## config.mk

```make
export PLATFORM = sky130hd
export DESIGN_NAME = smm_io_break_decoder
export DESIGN_NICKNAME = d
export VERILOG_FILES = /design/src/core/io_break_pkg.sv /design/src/core/smm_io_break_decoder.sv /design/src/core/io_window_match.sv
export SDC_FILE = /design/constraint.sdc
export NUM_CORES = 1
export LEC_CHECK = 0
export ABC_AREA = 1
export BUFFER_PORTS_ARGS = -buffer_cell sky130_fd_sc_hd__buf_2
export CAP_MARGIN = 20
export CORE_MARGIN = 2
export CORE_UTILIZATION = 54
export CTS_CLUSTER_SIZE = 25
export DETAILED_ROUTE_END_ITERATION = 10
export PLACE_DENSITY = 0.74
export SYNTH_ARGS = -nofsm -noshare
export SYNTH_HDL_FRONTEND = slang
export SYNTH_HIERARCHICAL = 1
export SYNTH_SLANG_ARGS = --single-unit
```

## constraint.sdc

```tcl
create_clock -name sys_clk -period 1.83 [get_ports sys_clk]
set_clock_uncertainty 0.15 [all_clocks]
set_input_delay 0.183 -clock sys_clk [delete_from_list [all_inputs] [get_ports sys_clk]]
set_output_delay 0.183 -clock sys_clk [all_outputs]
set_load 0.01 [all_outputs]
```

## src/core/io_break_pkg.sv

```systemverilog
// constants and types of the management-mode i/o break decoder
// How it works
// [RULE_01] window 2 enable traps reads and writes inside
// [RULE_02] window 1 enable traps reads and writes inside
// [RULE_03] hard disk: ports 1F0h-1F7h and 3F6h
// [RULE_04] floppy: ports 3F0h-3F5h trapped
// [RULE_05] printer 1: ports 378h-37Ah trapped
// [RULE_06] serial 2: ports 2F8h-2FFh trapped
// [RULE_07] serial 1: ports 3F8h-3FFh trapped
// [RULE_08] keyboard 60h/61h/64h, separate read, write enables
// [RULE_09] cmos index 70h: writes only trapped
// [RULE_10] dma high: writes to even C0h-DEh
// [RULE_11] dma low: writes to 00h-0Fh
// [RULE_12] mask b bit 2: writes 20h-21h
// [RULE_13] mask b bit 1: writes A0h-A1h
// [RULE_14] interval timer: writes 40h-43h trapped
// [RULE_15] each firing trap sets its status bit
// [RULE_16] reading a status register clears it
// [RULE_17] pending summary follows status and timer flags
// [RULE_18] shared address sets both disk bits
// [RULE_19] size field selects 4/8/16/32 byte window
// [RULE_20] short decode ignores base bits 15-10
// [RULE_21] software loads window before enabling it
// [RULE_22] software preserves mask a top bit
// [RULE_23] nothing traps unless management enable set
// [RULE_24] lock makes masks read-only outside management mode
// [RULE_25] all decodes use 10 or 16 bits
// [RULE_26] newly set status pulses interrupt low
package io_break_pkg;

  typedef logic [15:0] io_addr_t;
  typedef logic [7:0]  byte_t;
  typedef logic [1:0]  win_size_t;

  // ==========================================================
  // configuration port pair
  localparam io_addr_t CFG_INDEX_PORT = 16'h00EC;
  localparam io_addr_t CFG_DATA_PORT  = 16'h00ED;

  // ==========================================================
  // register indices
  localparam byte_t OFF_MASK_A    = 8'h80;
  localparam byte_t OFF_MASK_B    = 8'h81;
  localparam byte_t OFF_STATUS_A  = 8'h82;
  localparam byte_t OFF_STATUS_B  = 8'h83;
  localparam byte_t OFF_WIN2_HIGH = 8'h84;
  localparam byte_t OFF_WIN2_LOW  = 8'h85;
  localparam byte_t OFF_WIN1_HIGH = 8'h86;
  localparam byte_t OFF_WIN1_LOW  = 8'h87;

  // ==========================================================
  // reset values
  localparam byte_t RST_MASK   = 8'h00;
  localparam byte_t RST_STATUS = 8'h00;
  localparam byte_t RST_WIN    = 8'h00;
  localparam byte_t RST_INDEX  = 8'h00;

  // ==========================================================
  // bit positions, mask / status a
  localparam int BIT_WIN2     = 6;
  localparam int BIT_WIN1     = 5;
  localparam int BIT_HDISK    = 4;
  localparam int BIT_FLOPPY   = 3;
  localparam int BIT_PRINTER1 = 2;
  localparam int BIT_SERIAL2  = 1;
  localparam int BIT_SERIAL1  = 0;
  // mask / status b
  localparam int BIT_KBD_RD   = 7;
  localparam int BIT_KBD_WR   = 6;
  localparam int BIT_CMOS     = 5;
  localparam int BIT_DMA_HI   = 4;
  localparam int BIT_DMA_LO   = 3;
  localparam int BIT_IRQCTL_B = 2;
  localparam int BIT_IRQCTL_A = 1;
  localparam int BIT_TIMER    = 0;
  // window low register: size field position
  localparam int BIT_SIZE_LSB = 0;

  // ==========================================================
  // window size codes
  localparam win_size_t SIZE_4  = 2'h0;
  localparam win_size_t SIZE_8  = 2'h1;
  localparam win_size_t SIZE_16 = 2'h2;
  localparam win_size_t SIZE_32 = 2'h3;

  // ==========================================================
  // fixed port ranges
  localparam io_addr_t HD_LO    = 16'h01F0;
  localparam io_addr_t HD_HI    = 16'h01F7;
  localparam io_addr_t HD_ALT   = 16'h03F6;
  localparam io_addr_t FD_LO    = 16'h03F0;
  localparam io_addr_t FD_HI    = 16'h03F5;
  localparam io_addr_t LP1_LO   = 16'h0378;
  localparam io_addr_t LP1_HI   = 16'h037A;
  localparam io_addr_t SER2_LO  = 16'h02F8;
  localparam io_addr_t SER2_HI  = 16'h02FF;
  localparam io_addr_t SER1_LO  = 16'h03F8;
  localparam io_addr_t SER1_HI  = 16'h03FF;
  localparam io_addr_t KBD_DATA = 16'h0060;
  localparam io_addr_t KBD_PORT = 16'h0061;
  localparam io_addr_t KBD_CMD  = 16'h0064;
  localparam io_addr_t CMOS_IDX = 16'h0070;
  localparam io_addr_t DMAH_LO  = 16'h00C0;
  localparam io_addr_t DMAH_HI  = 16'h00DE;
  localparam io_addr_t DMAL_LO  = 16'h0000;
  localparam io_addr_t DMAL_HI  = 16'h000F;
  localparam io_addr_t ICB_LO   = 16'h0020;
  localparam io_addr_t ICB_HI   = 16'h0021;
  localparam io_addr_t ICA_LO   = 16'h00A0;
  localparam io_addr_t ICA_HI   = 16'h00A1;
  localparam io_addr_t TMR_LO   = 16'h0040;
  localparam io_addr_t TMR_HI   = 16'h0043;

  localparam int TIMER_FLAGS = 5;

endpackage

```

## src/core/smm_io_break_decoder.sv

```systemverilog
// management-mode i/o break decoder with indexed configuration port
`timescale 1ns/1ps
module smm_io_break_decoder
  import io_break_pkg::*;
(
  input  wire logic                   sys_clk,
  input  wire logic                   srst,
  input  wire io_break_pkg::io_addr_t io_addr,
  input  wire logic                   io_rd,
  input  wire logic                   io_wr,
  input  wire io_break_pkg::byte_t    io_wdata,
  input  wire logic                   mgmt_enable,
  input  wire logic                   mgmt_write_lock,
  input  wire logic                   mgmt_active,
  input  wire logic                   short_decode_sel,
  input  wire logic [4:0]             timer_flags,
  output logic [7:0]                  io_rdata,
  output logic                        io_rdata_valid,
  output logic                        mgmt_irq_n,
  output logic                        any_trap_pending
);

  // ==========================================================
  // state
  byte_t index_reg;
  byte_t mask_a_reg;
  byte_t mask_b_reg;
  byte_t status_a_reg;
  byte_t status_b_reg;
  byte_t win2_high_reg;
  byte_t win2_low_reg;
  byte_t win1_high_reg;
  byte_t win1_low_reg;
  byte_t rdata_reg;
  logic  rdata_valid_reg;
  logic  irq_n_reg;
  logic  pending_reg;

  // ==========================================================
  // decode helpers
  function automatic logic in_range(input io_addr_t a,
                                    input io_addr_t lo,
                                    input io_addr_t hi);
    return (a >= lo) && (a <= hi);
  endfunction

  function automatic logic is_reg(input byte_t idx, input byte_t off);
    return idx == off;
  endfunction

  // ==========================================================
  // address view and cycle qualifiers
  wire io_addr_t eff_addr;
  wire logic     io_cycle;
  wire logic     index_wr;
  wire logic     data_wr;
  wire logic     data_rd;
  wire logic     write_ok;

  // short decode folds the 64k space onto the low 1k
  assign eff_addr = short_decode_sel ? {6'h00, io_addr[9:0]}
                                     : io_addr; // see [RULE_25]
  assign io_cycle = io_rd | io_wr;
  assign index_wr = io_wr && (io_addr == CFG_INDEX_PORT);
  assign data_wr  = io_wr && (io_addr == CFG_DATA_PORT);
  assign data_rd  = io_rd && (io_addr == CFG_DATA_PORT);
  // lock only bites while the handler is not running
  assign write_ok = mgmt_active || !mgmt_write_lock; // see [RULE_24]

  wire logic wr_mask_a;
  wire logic wr_mask_b;
  wire logic wr_win2_high;
  wire logic wr_win2_low;
  wire logic wr_win1_high;
  wire logic wr_win1_low;
  wire logic rd_status_a;
  wire logic rd_status_b;
  wire logic rd_mapped;

  assign wr_mask_a    = data_wr && write_ok && is_reg(index_reg, OFF_MASK_A);
  assign wr_mask_b    = data_wr && write_ok && is_reg(index_reg, OFF_MASK_B);
  assign wr_win2_high = data_wr && write_ok
                        && is_reg(index_reg, OFF_WIN2_HIGH);
  assign wr_win2_low  = data_wr && write_ok
                        && is_reg(index_reg, OFF_WIN2_LOW);
  assign wr_win1_high = data_wr && write_ok
                        && is_reg(index_reg, OFF_WIN1_HIGH);
  assign wr_win1_low  = data_wr && write_ok
                        && is_reg(index_reg, OFF_WIN1_LOW);
  assign rd_status_a  = data_rd && is_reg(index_reg, OFF_STATUS_A);
  assign rd_status_b  = data_rd && is_reg(index_reg, OFF_STATUS_B);
  assign rd_mapped    = data_rd && (index_reg >= OFF_MASK_A)
                        && (index_reg <= OFF_WIN1_LOW);

  // ==========================================================
  // programmable windows
  logic win1_hit;
  logic win2_hit;

  io_window_match u_win1 (
    .addr             (io_addr),
    .short_decode_sel (short_decode_sel),
    .base_high        (win1_high_reg),
    .base_low_size    (win1_low_reg),
    .hit              (win1_hit)
  );

  io_window_match u_win2 (
    .addr             (io_addr),
    .short_decode_sel (short_decode_sel),
    .base_high        (win2_high_reg),
    .base_low_size    (win2_low_reg),
    .hit              (win2_hit)
  );

  // ==========================================================
  // fixed range decodes
  wire logic hd_addr;
  wire logic fd_addr;
  wire logic kbd_addr;
  wire logic dma_hi_addr;

  assign hd_addr = in_range(eff_addr, HD_LO, HD_HI)
                   || (eff_addr == HD_ALT);
  assign fd_addr = in_range(eff_addr, FD_LO, FD_HI);
  assign kbd_addr = (eff_addr == KBD_DATA) || (eff_addr == KBD_PORT)
                    || (eff_addr == KBD_CMD);
  assign dma_hi_addr = in_range(eff_addr, DMAH_LO, DMAH_HI)
                       && !eff_addr[0];

  // ==========================================================
  // trap hits, all gated by the global enable
  wire byte_t hit_a;
  wire byte_t hit_b;
  wire byte_t en_a;
  wire byte_t en_b;

  assign en_a = mgmt_enable ? mask_a_reg : 8'h00; // see [RULE_23]
  assign en_b = mgmt_enable ? mask_b_reg : 8'h00;

  assign hit_a[7] = 1'b0;
  assign hit_a[BIT_WIN2] = en_a[BIT_WIN2] && io_cycle
                           && win2_hit; // see [RULE_01]
  assign hit_a[BIT_WIN1] = en_a[BIT_WIN1] && io_cycle
                           && win1_hit; // see [RULE_02]
  // disk bits decode independently so a shared port sets both
  assign hit_a[BIT_HDISK] = en_a[BIT_HDISK] && io_cycle
                            && hd_addr; // see [RULE_03] [RULE_18]
  assign hit_a[BIT_FLOPPY] = en_a[BIT_FLOPPY] && io_cycle
                             && fd_addr; // see [RULE_04] [RULE_18]
  assign hit_a[BIT_PRINTER1] = en_a[BIT_PRINTER1] && io_cycle
      && in_range(eff_addr, LP1_LO, LP1_HI); // see [RULE_05]
  assign hit_a[BIT_SERIAL2] = en_a[BIT_SERIAL2] && io_cycle
      && in_range(eff_addr, SER2_LO, SER2_HI); // see [RULE_06]
  assign hit_a[BIT_SERIAL1] = en_a[BIT_SERIAL1] && io_cycle
      && in_range(eff_addr, SER1_LO, SER1_HI); // see [RULE_07]

  assign hit_b[BIT_KBD_RD] = en_b[BIT_KBD_RD] && io_rd
                             && kbd_addr; // see [RULE_08]
  assign hit_b[BIT_KBD_WR] = en_b[BIT_KBD_WR] && io_wr
                             && kbd_addr; // see [RULE_08]
  assign hit_b[BIT_CMOS] = en_b[BIT_CMOS] && io_wr
                           && (eff_addr == CMOS_IDX); // see [RULE_09]
  assign hit_b[BIT_DMA_HI] = en_b[BIT_DMA_HI] && io_wr
                             && dma_hi_addr; // see [RULE_10]
  assign hit_b[BIT_DMA_LO] = en_b[BIT_DMA_LO] && io_wr
      && in_range(eff_addr, DMAL_LO, DMAL_HI); // see [RULE_11]
  assign hit_b[BIT_IRQCTL_B] = en_b[BIT_IRQCTL_B] && io_wr
      && in_range(eff_addr, ICB_LO, ICB_HI); // see [RULE_12]
  assign hit_b[BIT_IRQCTL_A] = en_b[BIT_IRQCTL_A] && io_wr
      && in_range(eff_addr, ICA_LO, ICA_HI); // see [RULE_13]
  assign hit_b[BIT_TIMER] = en_b[BIT_TIMER] && io_wr
      && in_range(eff_addr, TMR_LO, TMR_HI); // see [RULE_14]

  // ==========================================================
  // status next values: a hit in the clearing read cycle survives
  wire byte_t status_a_next;
  wire byte_t status_b_next;
  wire logic  newly_set;
  wire logic  pending_next;
  wire byte_t read_mux;

  assign status_a_next = (rd_status_a ? RST_STATUS : status_a_reg)
                         | hit_a; // see [RULE_15] [RULE_16]
  assign status_b_next = (rd_status_b ? RST_STATUS : status_b_reg)
                         | hit_b; // see [RULE_15] [RULE_16]
  assign newly_set = |(hit_a & ~status_a_reg)
                     || |(hit_b & ~status_b_reg); // see [RULE_26]
  // timer flags are held and cleared by the timer block itself
  assign pending_next = |status_a_next || |status_b_next
                        || |timer_flags; // see [RULE_17]

  assign read_mux =
      is_reg(index_reg, OFF_MASK_A)    ? mask_a_reg    :
      is_reg(index_reg, OFF_MASK_B)    ? mask_b_reg    :
      is_reg(index_reg, OFF_STATUS_A)  ? status_a_reg  :
      is_reg(index_reg, OFF_STATUS_B)  ? status_b_reg  :
      is_reg(index_reg, OFF_WIN2_HIGH) ? win2_high_reg :
      is_reg(index_reg, OFF_WIN2_LOW)  ? win2_low_reg  :
      is_reg(index_reg, OFF_WIN1_HIGH) ? win1_high_reg :
      is_reg(index_reg, OFF_WIN1_LOW)  ? win1_low_reg  : 8'h00;

  // ==========================================================
  // registers
  always_ff @(posedge sys_clk) begin
    if (srst) begin
      index_reg <= RST_INDEX;
    end else if (index_wr) begin
      index_reg <= io_wdata;
    end
  end

  // the undefined top bit of mask a is stored as written
  always_ff @(posedge sys_clk) begin
    if (srst) begin
      mask_a_reg <= RST_MASK;
      mask_b_reg <= RST_MASK;
    end else begin
      if (wr_mask_a) mask_a_reg <= io_wdata; // see [RULE_24]
      if (wr_mask_b) mask_b_reg <= io_wdata; // see [RULE_24]
    end
  end

  always_ff @(posedge sys_clk) begin
    if (srst) begin
      win2_high_reg <= RST_WIN;
      win2_low_reg  <= RST_WIN;
      win1_high_reg <= RST_WIN;
      win1_low_reg  <= RST_WIN;
    end else begin
      if (wr_win2_high) win2_high_reg <= io_wdata;
      if (wr_win2_low)  win2_low_reg  <= io_wdata;
      if (wr_win1_high) win1_high_reg <= io_wdata;
      if (wr_win1_low)  win1_low_reg  <= io_wdata;
    end
  end

  always_ff @(posedge sys_clk) begin
    if (srst) begin
      status_a_reg <= RST_STATUS;
      status_b_reg <= RST_STATUS;
      irq_n_reg    <= 1'b1;
      pending_reg  <= 1'b0;
    end else begin
      status_a_reg <= status_a_next;
      status_b_reg <= status_b_next;
      irq_n_reg    <= ~newly_set; // see [RULE_26]
      pending_reg  <= pending_next;
    end
  end

  always_ff @(posedge sys_clk) begin
    if (srst) begin
      rdata_reg       <= 8'h00;
      rdata_valid_reg <= 1'b0;
    end else begin
      rdata_reg       <= rd_mapped ? read_mux : 8'h00;
      rdata_valid_reg <= rd_mapped;
    end
  end

  assign io_rdata         = rdata_reg;
  assign io_rdata_valid   = rdata_valid_reg;
  assign mgmt_irq_n       = irq_n_reg;
  assign any_trap_pending = pending_reg;
endmodule

```

## src/core/io_window_match.sv

```systemverilog
// programmable base-and-size i/o window comparator
`timescale 1ns/1ps
module io_window_match
  import io_break_pkg::*;
(
  input  wire io_break_pkg::io_addr_t addr,
  input  wire logic                   short_decode_sel,
  input  wire io_break_pkg::byte_t    base_high,
  input  wire io_break_pkg::byte_t    base_low_size,
  output logic                        hit
);

  // ==========================================================
  // compare mask
  function automatic io_addr_t care_mask(input win_size_t sz,
                                         input logic short_dec);
    io_addr_t m;
    m = 16'hFFFC;
    unique case (sz)
      SIZE_4:  m = 16'hFFFC;
      SIZE_8:  m = 16'hFFF8;
      SIZE_16: m = 16'hFFF0;
      SIZE_32: m = 16'hFFE0;
    endcase
    if (short_dec) begin
      m = m & 16'h03FF;
    end
    return m;
  endfunction

  wire win_size_t window_size;
  wire io_addr_t  base;
  wire io_addr_t  care;

  assign window_size = base_low_size[BIT_SIZE_LSB +: 2];
  assign base = {base_high, base_low_size[7:2], 2'h0};
  // size widens the window, short decode drops the upper base
  assign care = care_mask(window_size, short_decode_sel); // see [RULE_19] [RULE_20]
  assign hit  = ((addr ^ base) & care) == 16'h0000;

endmodule

```

==> results of run 1 <==
-- cell usage after synthesis, drive strengths merged --
master	number
or2	5
inv	115
clkbuf	10
buf	6
nand3b	1
nand2	204
or3	1
o22ai	3
a21boi	1
nor2	144
o21ai	17
nor3	12
xnor2	4
and2	1
dfxtp	83
clkinv	1
nand4	19
a21oi	31
nand3	56
a211oi	49
nor3b	2
o21a	3
and3	1
o211ai	2
-- report_power, final --
| part | internal (W) | switching (W) |
|---|---|---|
| clock network | 0.000931 | 0.000777 |
| registers | 0.00180 | 0.000000793 |
| logic | 0.000166 | 0.000264 |
-- timing repair --
item | 4_1_cts | 5_1_grt
hold buffers | 8 | 0
endpoints found under the hold margin | 8 | 0
pin swaps | 12 | 38
gates cloned | 1 | 1
setup endpoints to repair | 42 | 51
buffers inserted | 4 | 9
gates resized for setup | 49 | 119
-- stage by stage --
stage	total power, W	std cells	area (um2)	TNS [ns]	setup slack, ns
floorplan	0.00200	771	4790	-0.0201	-0.0201
global placement	0.00222	1028	6060	-5.65	-0.215
detailed placement	0.00222	1028	6060	-9.07	-0.282
CTS	0.00388	1056	6580	-0.0170	-0.0170
global route	0.00403	1063	7050	-6.42	-0.262
finish	0.00394	1063	7050	-3.12	-0.182
-- placed cells by master (no fill, tap or decap), types with 5 or more instances in the layout --
master / instances
nor2_2: 18
nor2_4: 18
dfxtp_4: 6
dfxtp_2: 21
buf_4: 113
buf_2: 47
o21ai_0: 16
nand2_2: 19
buf_6: 7
a211oi_2: 20
a21oi_1: 31
nand2_1: 180
clkbuf_8: 9
inv_2: 11
dfxtp_1: 56
a211oi_1: 29
nand3_4: 6
nor3_1: 9
inv_1: 103
nand3_1: 42
buf_12: 8
dlygate4sd3_1: 8
nand2_4: 5
nor2_1: 108
nand4_1: 19
nand3_2: 8
-- critical path: stages, from the launching register on --
cell and delay (ns):
dfxtp_2 0.34, inv_2 0.05, nand4_1 0.11, buf_6 0.17
inv_6 0.07, nand3_4 0.12, nor3_4 0.24, buf_12 0.18
nand2_1 0.09, nand3_2 0.12, nor2_4 0.06, nand4_1 0.11
nand2_1 0.07, inv_1 0.06
-- layer usage --
layer	vias to the layer above	global-route usage	wire length, um
met4	0	0.124	1010
met3	106	0.0651	2130
met2	436	0.603	9130
met5	-	0	0
li1	2849	-	-
met1	2884	0.479	7500
-- worst paths after layout --
kind                      end  slack [ns]
max               io_rdata[7]       -0.18
max reg2reg       io_rdata[7]       -0.18
min reg2reg  win2_high_reg[6]        0.37
min                mgmt_irq_n        0.13
-- cell type report --
cell class / count / area [um2]
clock inverter: 7 / 128
fill: 563 / 1580
sequential: 83 / 1710
clock buffer: 9 / 124
timing repair buffer: 184 / 1430
multi-input combinational: 556 / 3090
inverter: 116 / 442
tap: 108 / 135
-- logic make-up (layout without fill, tap and decap cells) --
group | Yosys count | in the layout | share of synthesized area
XOR/XNOR | 4 | 4 | 0.00733
AO/OA/AOI/OAI | 106 | 106 | 0.144
AND/OR/NAND/NOR | 446 | 446 | 0.395
flip-flops | 83 | 83 | 0.348
buffers and inverters | 132 | 316 | 0.106
==> results_dict.tcl, run 1 <==
set metrics [dict create \
    finalCritPeriodShare 1.10 \
    grt_pass1_wl_mm 27.5 \
    grt_pass1_vias 5642 \
    diodes 0 \
    netlist_area_um2 4780 \
    ys_warn_count 6 \
    ys_ff_latch 83 \
    crit_path_start_kind "flop" \
    reg2reg_depth 13 \
    wl_per_cell_um 18.6 \
    ant_nets 0 \
    final_max_slew_viol_count 0 \
    crit_required_ns 2.01 \
    coreArea_um2 8640 \
    die_width_um 98.1 \
    worstSkewPairLatency_ns 0.38 \
    post_synth.cell_area_avg_um2 6.20 \
    hold_depth 3 \
    arrival_ns 2.19 \
    violations "negative setup slack" \
    grt_use_total 0.363 \
    grt_max_degree 65 \
    die_area_um2 9620 \
    yosysSeqAreaShare 0.348 \
    htree_levels 3 \
    cts_tree "done" \
    wl_mm 19.8 \
    synthCells 771 \
    clock.fmax_ghz 0.497 \
    report.final.hold_viol_count 0 \
    ir_drop_uv 599 \
    yosysTopAreaCellShare 0.348 \
    numCtsBuffers 9 \
    place.gp.congestion 1.04 \
    start_util 0.554 \
    syn_nets 808 \
    hpwlAfterDp_mm 12.7 \
    path_class "flop to flop" \
    num_vias 6275 \
    worstHoldStart "srst" \
    areaGrowthSynthToFinish_pct 47.6 \
    slew-limit-headroom 0.439 \
    io_buffers 47 \
    whs_ns 0.125 \
    holdCritPathClass "input pin to flop" \
    tightest_slew_ns 0.841 \
    setup_viol 35 \
    synth_top_area_cell "dfxtp_1" \
    pin_count 48 \
    drc 0 \
    routed_via_density 5.90 \
    cap_violations 0 \
    startpoint "index_reg[4]" \
    leakagePower_nw 3.32 \
    synth.area.top_cells "dfxtp_1, nand2_1, nor2_1, inv_1, a211oi_1" \
    firstDrtPassIters 7 \
    ys_types 33 \
    drtIter0Drc 814 \
    end_kind "flop" \
    cts_num_sinks 83 \
    cts.clk_slew.worst_paths_ns 0.10 \
    status "complete, but fails checks" \
    grt-ovfl-total 0 \
    clockBufferDepth 2 \
    die_h_um 98.1 \
    timing.final.crit_period_ns 2.01 \
    rows 34 \
    fin_util 0.817 \
    drive_gt1_frac 0.349 \
    ctsRootBufferMaster "clkbuf_8" \
    grt_setup_unrepaired "true" \
    fin_ws_ns -0.182 \
    antenna_found_initial 0 \
    cp_max_fo 8 \
    fin_nets 987 \
    r2r_start "index_reg[4]" \
    p_per_area_nw_per_um2 558 \
]
Power figures use the tool's default switching activity.
==> run 2, diff against run 1 <==
- TNS_END_PERCENT: not set -> 5
==> run 2 against run 1 <==
Total power down 11%. First-iteration DRC count down 38%. Cell count down 0.75%. Non-clock buffer count down 8. Critical path depth unchanged. Sequential power barely moved. Utilization decreased by 5.6 points. The flow still finishes with violations (negative setup slack). Via count is 8.8% lower. Sequential share of layout area rose by 1.6 points. Maximum frequency up 6.9%. Clock-buffer cell count unchanged. Largest power group unchanged.
==> results_dict.tcl, run 2 (same netlist as run 1, synthesis figures left out) <==
set metrics [dict create \
    status "complete, but fails checks" \
    violations "negative setup slack" \
    areaGrowthSynthToFinish_pct 37.5 \
    met1_usage 0.465 \
    place.gp.congestion 0.980 \
    r2r_start "index_reg[4]" \
    rows 34 \
    startpoint "index_reg[4]" \
    finalCritPeriodShare 1.03 \
    die_h_um 98.1 \
    die_width_um 98.1 \
    switching_share 0.290 \
    pin_count 48 \
    drc 0 \
    arrival_ns 2.01 \
    io_buffers 47 \
    path_class "flop to flop" \
    cp_cell_sequence "inv_1 -> nand4_1 -> buf_6 -> nor2_4 -> nand3_4 -> nand2_2 -> nand2_1 -> nor2_2 -> nand2_1 -> nor2_1 -> nand3_1 -> nand2_1 -> inv_1" \
    reg2reg_depth 13 \
    grt_pass1_vias 5375 \
    ctsRootBufferMaster "clkbuf_8" \
    tightest_slew_ns 0.736 \
    mostFrequentLayoutCell "nand2_1" \
    dpl.cell_count 1025 \
    grt_pass1_wl_mm 26.6 \
    pwr-share-comb 0.117 \
    cp_max_fo 8 \
    ir_drop_uv 531 \
    final_max_slew_viol_count 0 \
    cp_slowest_cell "dfxtp_1" \
    p_int_w 0.00248 \
    slew-limit-headroom 0.509 \
    grt_max_degree 65 \
    htree_levels 3 \
    path_common_cell "nand2_1" \
    hpwlAfterDp_mm 12.4 \
    coreArea_um2 8640 \
    wl_per_cell_um 15.8 \
    p_per_area_nw_per_um2 531 \
    grt_busiest_layer "met2" \
    numCtsBuffers 9 \
    critical-path-max-stage-delay_ns 0.32 \
    fin_setup_tns_ns -0.150 \
    crit_path_start_kind "flop" \
    final_cell_mix "nand2_1, nor2_1, buf_4" \
    clockBufferDepth 2 \
    firstDrtPassIters 5 \
    critical_path.endpoint "any_trap_pending" \
    fin_util 0.761 \
    cts.clk_slew.worst_paths_ns 0.11 \
    worstReg2RegEnd "any_trap_pending" \
    cts_num_sinks 83 \
    cp.depth 13 \
    worstSkewPairLatency_ns 0.38 \
    grt_use_total 0.347 \
    end_kind "flop" \
    path_buf_inv 3 \
    grt_setup_unrepaired "true" \
    worst-r2r-setup-slack_ns -0.05 \
    setup_viol 4 \
    seq_power_share 0.515 \
    clock.fmax_ghz 0.531 \
    start_util 0.554 \
    diodes 0 \
    routed_via_density 5.42 \
    drive_gt1_frac 0.276 \
    cts_tree "done" \
    fillers 701 \
    final_cells 1055 \
    critPathTopFamily "simple AND/OR/NAND/NOR gates" \
    use_met3 0.0523 \
    die_area_um2 9620 \
    p_sw_w 0.00101 \
    holdCritPathClass "input pin to flop" \
    antenna_found_initial 0 \
    fin_ws_ns -0.0531 \
    pre_cts_ws_ns -0.295 \
    globalRouteMet2Util 0.577 \
    crit_required_ns 1.96 \
    num_vias 5723 \
    timing.final.crit_period_ns 1.88 \
    wl_mm 16.7 \
    report.final.hold_viol_count 0 \
    drtIter0Drc 504 \
    grt-ovfl-total 0 \
    cap_violations 0 \
    fin_nets 979 \
    ant_nets 0 \
    clockPowerShare 0.368 \
    leakagePower_nw 3.03 \
]
==> run 2: cell count changes in the layout (fill, tap and decap cells not counted), sizes merged <==
cell,change
buf,-8
bufinv,-3
clkinv,+1
clkinvlp,+2
==> run 2: repair_timing <==
item,in CTS,in global routing
buffers inserted,2,4
hold buffers,8,0
pin swaps,4,20
resized for setup,28,45
endpoints found under the hold margin,8,0
endpoints found under the setup margin,30,52
==> run 2: routing by layer <==
layer  vias to the layer above  wire length, um
li1                       2834                -
met1                      2608             6990
met2                       245             7780
met3                        36             1420
met4                         0              498
met5                         -                0
==> run 2: worst min-delay path by stage <==
| stage | cells past startpoint | startpoint | endpoint | slack (ns) |
|---|---|---|---|---|
| 3_3_place_gp | 3 | io_wdata[3] | index_reg[3] | 0.33 |
| 3_5_place_dp | 2 | mask_a_reg[0] | mask_a_reg[0] | 0.33 |
| 5_1_grt | 3 | srst | mgmt_irq_n | 0.09 |
| 4_1_cts | 3 | srst | mgmt_irq_n | 0.05 |
| 6_report | 3 | srst | mgmt_irq_n | 0.08 |
| 2_1_floorplan | 2 | io_rd | io_rdata_valid | 0.19 |
==> run 2: final cells by class <==
class	instances	area [um2]	share of cell area
tap	108	135	0.0206
sequential	83	1700	0.259
multi-input combinational	556	2780	0.423
clock buffer	9	124	0.0188
timing repair buffer	176	1340	0.204
inverter	116	435	0.0662
clock inverter	7	57.6	0.00876
==> run 2: per-stage QoR <==
| step | power (W) | instance area [um2] | hold slack [ns] |
|---|---|---|---|
| 2_1_floorplan | 0.00200 | 4790 | 0.188 |
| 3_3_place_gp | 0.00221 | 6070 | 0.327 |
| 3_5_place_dp | 0.00222 | 6070 | 0.334 |
| 4_1_cts | 0.00349 | 6410 | 0.0494 |
| 5_1_grt | 0.00360 | 6570 | 0.0905 |
| 6_report | 0.00349 | 6570 | 0.0766 |
==> run 2: worst reg2reg max path: cells and delay by family, from the launching register on <==
family | cells | cell delay, ns
buf+inv | 3 | 0.26
flops | 1 | 0.32
simple gates | 10 | 1.06
==> run 2: power by group through the flow <==
stage	Combinational [W]	Clock (W)	Sequential [W]
after floorplan	0.000153	0	0.00185
after global placement	0.000363	0	0.00185
after detailed placement	0.000372	0	0.00185
after CTS	0.000390	0.00129	0.00181
after global routing	0.000442	0.00136	0.00180
final	0.000408	0.00128	0.00180
